## src/rtl/wdt_cfg_regs.svh

```systemverilog
// Constants for the watchdog and deadman configuration block.
// Assumes a 32-bit APB slave at 10 MHz; included by bare name.
//
// Behaviour
// - Deadman force bit set runs deadman from reset; software cannot stop it.
// - Deadman count code n gives terminal count 2^(n+8); codes 24 and up reserved.
// - Window size 11=25%, 10=37.5%, 01=50%, 00=75% of the period.
// - Watchdog force bit set runs watchdog; software cannot disable it.
// - Window-disable bit one gives non-window mode, zero enforces window mode.
// - Stop-during-flash bit one halts watchdog counter while flash programs.
`ifndef WDT_CFG_REGS_SVH
`define WDT_CFG_REGS_SVH

// ----------------------------------------------------------------
// Register offsets
// ----------------------------------------------------------------
`define CFG_WORD_OFS 12'h000
`define CTRL_OFS 12'h004
`define KICK_OFS 12'h008
`define STATUS_OFS 12'h00C
`define WDT_CNT_OFS 12'h010
`define DMT_CNT_OFS 12'h014

// ----------------------------------------------------------------
// Configuration word field positions
// ----------------------------------------------------------------
`define DMT_FORCE_BIT 31
`define DMT_SEL_HI 30
`define DMT_SEL_LO 26
`define WIN_SZ_HI 25
`define WIN_SZ_LO 24
`define WDT_FORCE_BIT 23
`define WIN_DIS_BIT 22
`define SPGM_STOP_BIT 21

// ----------------------------------------------------------------
// Control fields, codes and timing
// ----------------------------------------------------------------
`define CTRL_WDT_ON_BIT 0
`define CTRL_DMT_ON_BIT 1
`define KICK_KEY 32'h0000A5A5
`define DMT_SEL_MAX 5'h17
`define DMT_SHIFT_BASE 6'h08
`define WDT_PERIOD_DEF 32'h00001000

`endif

```

## src/rtl/wdt_cfg_pkg.sv

```systemverilog
// Types for the watchdog and deadman configuration block.
// Assumes nothing beyond a SystemVerilog compiler.
`default_nettype none
package wdt_cfg_pkg;
    // APB slave phase
    typedef enum logic [1:0] {
        APB_IDLE,
        APB_ACCESS,
        APB_DONE
    } apb_state_t;
endpackage
`default_nettype wire

```

## src/rtl/wdt_cfg_top.sv

```systemverilog
// Watchdog and deadman timers steered by a captured configuration word.
// Assumes an APB master on mclk_i and a config word stable around reset.
`include "wdt_cfg_regs.svh"
`default_nettype none
module wdt_cfg_top #(
    parameter int WDT_W = 32,
    parameter logic [31:0] WDT_PERIOD = `WDT_PERIOD_DEF
) (
    // Clock and reset
    input wire logic mclk_i,
    input wire logic sys_rst_i,
    // Configuration word from nonvolatile storage
    input wire logic [31:0] device_config_word_1_i,
    // Flash programming status
    input wire logic flash_prog_busy_i,
    // Deadman kick from instruction fetch
    input wire logic fetch_kick_i,
    // APB
    input wire logic psel_i,
    input wire logic penable_i,
    input wire logic pwrite_i,
    input wire logic [11:0] paddr_i,
    input wire logic [31:0] pwdata_i,
    output logic [31:0] prdata_o,
    output logic pready_o,
    output logic pslverr_o,
    // Timeout outputs
    output logic wdt_timeout_o,
    output logic dmt_timeout_o
);
    // ----------------------------------------------------------------
    // Elaboration check
    // ----------------------------------------------------------------
    if (WDT_W != 32) begin : g_bad_width
        $error("WDT_W must be 32");
    end

    // ----------------------------------------------------------------
    // Captured configuration
    // ----------------------------------------------------------------
    logic cfg_taken_r;
    logic [31:0] cfg_r;
    // Take config once at the first edge after reset release
    always_ff @(posedge mclk_i or posedge sys_rst_i) begin
        if (sys_rst_i) begin
            cfg_taken_r <= 1'b0;
            cfg_r <= 32'h00000000;
        end else if (!cfg_taken_r) begin
            cfg_taken_r <= 1'b1;
            cfg_r <= device_config_word_1_i;
        end
    end

    // Decoded fields
    wire dmt_force = cfg_r[`DMT_FORCE_BIT];
    wire [4:0] dmt_sel = cfg_r[`DMT_SEL_HI:`DMT_SEL_LO];
    wire [1:0] win_sz = cfg_r[`WIN_SZ_HI:`WIN_SZ_LO];
    wire wdt_force = cfg_r[`WDT_FORCE_BIT];
    wire win_dis = cfg_r[`WIN_DIS_BIT];
    wire spgm_stop = cfg_r[`SPGM_STOP_BIT];

    // ----------------------------------------------------------------
    // APB decode
    // ----------------------------------------------------------------
    wdt_cfg_pkg::apb_state_t apb_r;
    wire apb_setup = psel_i && !penable_i;
    wire acc = psel_i && penable_i && (apb_r == wdt_cfg_pkg::APB_ACCESS);
    wire wr = acc && pwrite_i;
    wire hit_ctrl = paddr_i == `CTRL_OFS;
    wire hit_kick = paddr_i == `KICK_OFS;
    wire hit_cfg = paddr_i == `CFG_WORD_OFS;
    wire hit_stat = paddr_i == `STATUS_OFS;
    wire hit_wcnt = paddr_i == `WDT_CNT_OFS;
    wire hit_dcnt = paddr_i == `DMT_CNT_OFS;
    wire mapped = hit_ctrl | hit_kick | hit_cfg | hit_stat | hit_wcnt | hit_dcnt;

    // ----------------------------------------------------------------
    // Software enables
    // ----------------------------------------------------------------
    logic wdt_sw_on_r;
    logic dmt_sw_on_r;
    always_ff @(posedge mclk_i or posedge sys_rst_i) begin
        if (sys_rst_i) begin
            wdt_sw_on_r <= 1'b0;
            dmt_sw_on_r <= 1'b0;
        end else if (wr && hit_ctrl) begin
            wdt_sw_on_r <= pwdata_i[`CTRL_WDT_ON_BIT];
            dmt_sw_on_r <= pwdata_i[`CTRL_DMT_ON_BIT];
        end
    end
    // Force bits override software clears
    wire wdt_on = cfg_taken_r && (wdt_force || wdt_sw_on_r);
    wire dmt_on = cfg_taken_r && (dmt_force || dmt_sw_on_r);

    // ----------------------------------------------------------------
    // Watchdog counter with window
    // ----------------------------------------------------------------
    logic [WDT_W-1:0] wdt_cnt_r;
    logic [WDT_W-1:0] open_at;
    wdt_window_calc #(.WIDTH(WDT_W)) u_win (
        .period_i(WDT_PERIOD),
        .size_sel_i(win_sz),
        .open_at_o(open_at)
    );
    wire wdt_halt = spgm_stop && flash_prog_busy_i;
    wire wdt_kick = wr && hit_kick && (pwdata_i == `KICK_KEY);
    wire early_kick = wdt_kick && !win_dis && (wdt_cnt_r < open_at);
    wire wdt_expire = wdt_on && !wdt_halt && (wdt_cnt_r >= WDT_PERIOD - 32'h1);
    wire wdt_fault = wdt_on && (wdt_expire || early_kick);
    logic wdt_timeout_r;
    // Count, restart on good kick, flag on expiry or early kick
    always_ff @(posedge mclk_i or posedge sys_rst_i) begin
        if (sys_rst_i) begin
            wdt_cnt_r <= '0;
            wdt_timeout_r <= 1'b0;
        end else begin
            if (!wdt_on || wdt_kick || wdt_fault) begin
                wdt_cnt_r <= '0;
            end else if (!wdt_halt) begin
                wdt_cnt_r <= wdt_cnt_r + 32'h1;
            end
            if (wdt_fault) begin
                wdt_timeout_r <= 1'b1;
            end
        end
    end

    // ----------------------------------------------------------------
    // Deadman counter
    // ----------------------------------------------------------------
    logic [31:0] dmt_cnt_r;
    logic dmt_timeout_r;
    wire dmt_sel_ok = dmt_sel <= `DMT_SEL_MAX;
    wire [5:0] dmt_shift = {1'b0, dmt_sel} + `DMT_SHIFT_BASE;
    wire [31:0] dmt_term = dmt_sel_ok ? (32'h1 << dmt_shift[4:0]) : 32'h0;
    wire dmt_hit = dmt_on && dmt_sel_ok && (dmt_cnt_r >= dmt_term - 32'h1);
    // Count fetches-free cycles up to terminal count
    always_ff @(posedge mclk_i or posedge sys_rst_i) begin
        if (sys_rst_i) begin
            dmt_cnt_r <= 32'h00000000;
            dmt_timeout_r <= 1'b0;
        end else begin
            if (!dmt_on || fetch_kick_i || dmt_hit) begin
                dmt_cnt_r <= 32'h00000000;
            end else begin
                dmt_cnt_r <= dmt_cnt_r + 32'h1;
            end
            if (dmt_hit) begin
                dmt_timeout_r <= 1'b1;
            end
        end
    end

    // ----------------------------------------------------------------
    // APB read mux and handshake
    // ----------------------------------------------------------------
    logic [31:0] rd_mux;
    wire [31:0] stat_word = {26'h0, dmt_on, wdt_on, dmt_timeout_r, wdt_timeout_r,
        dmt_sel_ok, cfg_taken_r};
    always_comb begin
        rd_mux = 32'h00000000;
        if (hit_cfg) rd_mux = cfg_r;
        if (hit_ctrl) rd_mux = {30'h0, dmt_sw_on_r, wdt_sw_on_r};
        if (hit_stat) rd_mux = stat_word;
        if (hit_wcnt) rd_mux = wdt_cnt_r;
        if (hit_dcnt) rd_mux = dmt_cnt_r;
    end
    logic [31:0] prdata_r;
    logic pready_r;
    logic pslverr_r;
    // No wait state: answer in the cycle after setup
    always_ff @(posedge mclk_i or posedge sys_rst_i) begin
        if (sys_rst_i) begin
            apb_r <= wdt_cfg_pkg::APB_IDLE;
            prdata_r <= 32'h00000000;
            pready_r <= 1'b0;
            pslverr_r <= 1'b0;
        end else begin
            pready_r <= 1'b0;
            pslverr_r <= 1'b0;
            case (apb_r)
                wdt_cfg_pkg::APB_IDLE: begin
                    if (apb_setup) begin
                        apb_r <= wdt_cfg_pkg::APB_ACCESS;
                        pready_r <= 1'b1;
                        pslverr_r <= !mapped;
                        prdata_r <= pwrite_i ? 32'h00000000 : rd_mux;
                    end
                end
                wdt_cfg_pkg::APB_ACCESS: apb_r <= wdt_cfg_pkg::APB_IDLE;
                default: apb_r <= wdt_cfg_pkg::APB_IDLE;
            endcase
        end
    end
    assign prdata_o = prdata_r;
    assign pready_o = pready_r;
    assign pslverr_o = pslverr_r;
    assign wdt_timeout_o = wdt_timeout_r;
    assign dmt_timeout_o = dmt_timeout_r;
endmodule
`default_nettype wire

```

## src/rtl/wdt_window_calc.sv

```systemverilog
// Window opening point for the watchdog period.
// Assumes a fixed period and a two-bit size code from the config word.
`include "wdt_cfg_regs.svh"
`default_nettype none
module wdt_window_calc #(
    parameter int WIDTH = 32
) (
    // Inputs
    input wire logic [WIDTH-1:0] period_i,
    input wire logic [1:0] size_sel_i,
    // Output
    output logic [WIDTH-1:0] open_at_o
);
    // ----------------------------------------------------------------
    // Open fraction: closed part is the period minus the window
    // ----------------------------------------------------------------
    logic [WIDTH-1:0] q1;
    logic [WIDTH-1:0] q8;
    assign q1 = period_i >> 2;
    assign q8 = period_i >> 3;
    // Window opens at period*(1-fraction)
    always_comb begin
        case (size_sel_i)
            2'h3: open_at_o = period_i - q1;        // 25% open
            2'h2: open_at_o = period_i - q1 - q8;   // 37.5% open
            2'h1: open_at_o = period_i >> 1;        // 50% open
            default: open_at_o = q1;                // 75% open
        endcase
    end
endmodule
`default_nettype wire

```

## config.mk

```make
export PLATFORM = sky130hd
export DESIGN_NAME = wdt_cfg_top
export DESIGN_NICKNAME = d
export VERILOG_FILES = /design/src/rtl/wdt_cfg_pkg.sv /design/src/rtl/wdt_cfg_top.sv /design/src/rtl/wdt_window_calc.sv
export VERILOG_INCLUDE_DIRS = /design/src /design/src/rtl
export SDC_FILE = /design/constraint.sdc
export NUM_CORES = 1
export LEC_CHECK = 0
export BUFFER_PORTS_ARGS = -buffer_cell sky130_fd_sc_hd__buf_4
export CAP_MARGIN = 20
export CORE_UTILIZATION = 45
export DETAILED_ROUTE_END_ITERATION = 16
export GPL_ROUTABILITY_DRIVEN = 0
export PLACE_DENSITY = 0.69
export SYNTH_ARGS = -nofsm -noshare
export SYNTH_HDL_FRONTEND = slang
export SYNTH_SLANG_ARGS = --single-unit
```

## constraint.sdc

```tcl
create_clock -name mclk_i -period 5.4 [get_ports mclk_i]
set_clock_uncertainty 0.05 [all_clocks]
set_input_delay 0.54 -clock mclk_i [delete_from_list [all_inputs] [get_ports mclk_i]]
set_output_delay 0.54 -clock mclk_i [all_outputs]
set_load 0.01 [all_outputs]
```

==> results.yml <==
setup_path:
  slowest_stage: "or3b_1"
  path_cells: "inv_1 -> ha_1 -> or3b_1 -> inv_1 -> nand3_1 -> ha_1 -> a21boi_1 -> nand3_1 -> o21ai_0 -> a21oi_1 -> ha_1 -> a41oi_1 -> o21ai_0 -> a221oi_1 -> a31oi_2 -> buf_4 -> nor4_1"
  criticalPathCategory: "flop to flop"
  cp-end-kind: "flop"
  cp.required_ps: 5660
  arrival_ps: 5150
  cpMostUsedCell: "ha_1"
  critical_path_depth: 17
  start_kind: "flop"
  crit_buf_inv: 3
  slowest_delay_ps: 560
  path_max_fanout: 24
  worst_r2r_path_depth: 17
  path_delay_family: "compound AO/OA/AOI/OAI gates"
synth:
  synth_area_leader_cell: "dfrtp_1"
  synth-seq-cells: 136
  syn_area_mm2: 0.00811
  netlist_top_cells_count: "136 x dfrtp_1, 57 x a22oi_1, 50 x nor2_1, 44 x ha_1, 41 x nand2_1"
  synth_top_family_by_area: "simple AND/OR/NAND/NOR gates"
  ys_types: 69
  yosysSeqAreaShare_pct: 42.0
  synth-simple-area-share_pct: 19.7
  synth-edff-count: 0
  yosysTopAreaCellShare_pct: 42.0
  synthesis.instances: 823
  yosys.cell_count.top_type: "dfrtp_1"
  synthMuxAreaShare_pct: 5.87
  syn_avg_cell_area_um2: 9.85
  syn-num-nets: 950
  yosysWarnings: 0
  synthTopCellsByArea: "dfrtp_1 42%, ha_1 6.8%, a22oi_1 5.3%"
  synth_adder_area_share_pct: 6.79
  ys.flop_type: "dfrtp_1"
  synth_xor_area_share_pct: 4.86
  async_flop_share_pct: 100
  synth_compound_area_share_pct: 16.3
timing:
  finalHoldViolCount: 0
  finalSetupViolCount: 0
  worstMarginPinSlew_ps: 1070
  max_freq_mhz: 205
  period_minus_slack_ps: 4890
  max_slew_margin_pct: 28.7
  rsz0062_at_grt: "no"
  fin_tns_setup_ps: 0
  slew_violations: 0
  post-route-period-util_pct: 90.5
floorplanning:
  num_rows: 48
  die-height_um: 136
  core_mm2: 0.0174
  start_util_pct: 46.5
  fp.dieW_um: 136
  pin_count: 119
  die-area_mm2: 0.0186
clock_network:
  htreeDepth: 4
  cts_buffers: 17
  clk_latency_ps: 420
  cts.sinks: 136
  clkTransAtPathRegs_ps: 70
  clk_root_buffer_cell: "clkbuf_16"
  clockBufferDepth: 2
  ctsResizeCount: 0
  cts_tree: "done"
  hold_buffers: 0
  cts_setup_buffers: 0
drt:
  post_drt_wl_per_cell_um: 20.1
  ant_nets: 0
  dr.pass1.iters: 5
  wl_met2_mm: 11.3
  drc: 0
  drt_wl_total_mm: 23.3
  vias_per_cell: 6.06
  top_layer_used: "met4"
  met3_length_mm: 1.18
  wirelength_met1_mm: 10.6
  via_count: 7029
  drt_iter0_drc: 591
power:
  vdd_ir_drop_max_v: 0.000229
  p_leak_nw: 4.19
  cellPowerDensity_mw_per_mm2: 266
finish:
  final_util_pct: 55.9
  layout-drive-gt1-share_pct: 24.5
  insertedDiodeCount: 0
  fin_nets: 1048
  final_cell_area_mm2: 0.00973
  syn_to_final_growth_pct: 20.1
run_status:
  status: "completed"
global_routing:
  grt_max_degree: 73
  grt_pass1_wl_mm: 37.0
  grt_pass1_vias: 6753
  antenna_found_initial: 0
  grt_overflow: 0
  grtUsageTotal_pct: 26.3
worst_hold_path:
  hold_path.class: "primary input to async pin"
run:
  cap_violations: 0
placement:
  placed_area_mm2: 0.00914
  dp_hpwl_mm: 16.7
  numPortBuffers: 118
[cell families after synthesis]
logic type      count (synthesis)
fa+ha+maj                      44
flops                         136
compound gates                198
mux                            43
other cells                     1
buf+inv                        85
xor+xnor                       45
simple gates                  271
[sequential cells by signal, indices dropped and copies added, names as in the netlist]
register / cells
dmt_cnt_r: 32
wdt_cnt_r: 32
cfg_taken_r: 1
cfg_r: 32
wdt_timeout_o: 1
pready_o: 1
pslverr_o: 1
dmt_sw_on_r: 1
dmt_timeout_o: 1
wdt_sw_on_r: 1
apb_r: 1
prdata_o: 32
[where the power goes]
group          total, mW  internal (mW)  switching (mW)
clock network       1.18          0.691           0.489
registers           1.08           1.05          0.0350
logic              0.327          0.143           0.185
[cells in the final DEF (no fill, tap or decap), types with 5 or more instances in the layout]
cell       count
xnor2_1       22
nand3_1       24
mux2_2        36
xor2_1        23
and3_1        12
clkbuf_16     17
buf_4        128
nor4_2         9
a22oi_1       57
inv_6          5
o2111ai_1      7
nor3_1        20
ha_1          44
inv_1         35
nand4_1       24
mux2i_1        7
and4_1         7
a21oi_1       37
o21ai_1        6
dfrtp_1      136
o21ai_0       39
o211ai_1       6
nor4_1        39
nor2_1        50
and2_1         8
nand2_1       41
o31ai_1        5
nand2b_1       5
[final timing paths]
| path | startpoint | slack (ps) | end |
|---|---|---|---|
| min in group mclk_i | pwrite_i | 280 | prdata_o[0]$_DFFE_PP0P_ |
| setup / recovery | cfg_r[30]$_DFFE_PP0N_ | 510 | dmt_cnt_r[23]$_DFF_PP0_ |
| max in group asynchronous | sys_rst_i | 3860 | cfg_r[26]$_DFFE_PP0N_ |
| setup reg to reg | cfg_r[30]$_DFFE_PP0N_ | 510 | dmt_cnt_r[23]$_DFF_PP0_ |
| hold reg to reg | prdata_o[1]$_DFFE_PP0P_ | 450 | prdata_o[1]$_DFFE_PP0P_ |
| hold / removal | sys_rst_i | 160 | cfg_r[4]$_DFFE_PP0N_ |
[through the flow]
stage               hold slack [ps]  power (mW)  setup slack (ps)  instances
floorplan                       425        1.30               828        823
global placement                426        1.42               805       1127
detailed placement              429        1.43               605       1127
CTS                             184        2.60               598       1159
global route                    208        2.68              80.8       1159
finish                          161        2.59               515       1159
[metal layers]
metal  vias to the layer above  global-route usage (%)
li1                       3292                       -
met1                      3476                    37.1
met2                       243                    42.0
met3                        18                    3.88
met4                         0                    7.28
met5                         -                       0
[cell type report]
cell class / count / area, µm²
inverter: 36 / 140
clock inverter: 15 / 166
fill: 1579 / 7680
multi-input combinational: 602 / 4360
timing repair buffer: 128 / 961
tap: 225 / 282
clock buffer: 17 / 425
sequential: 136 / 3400
No activity file was read; power rests on OpenSTA's default activity.
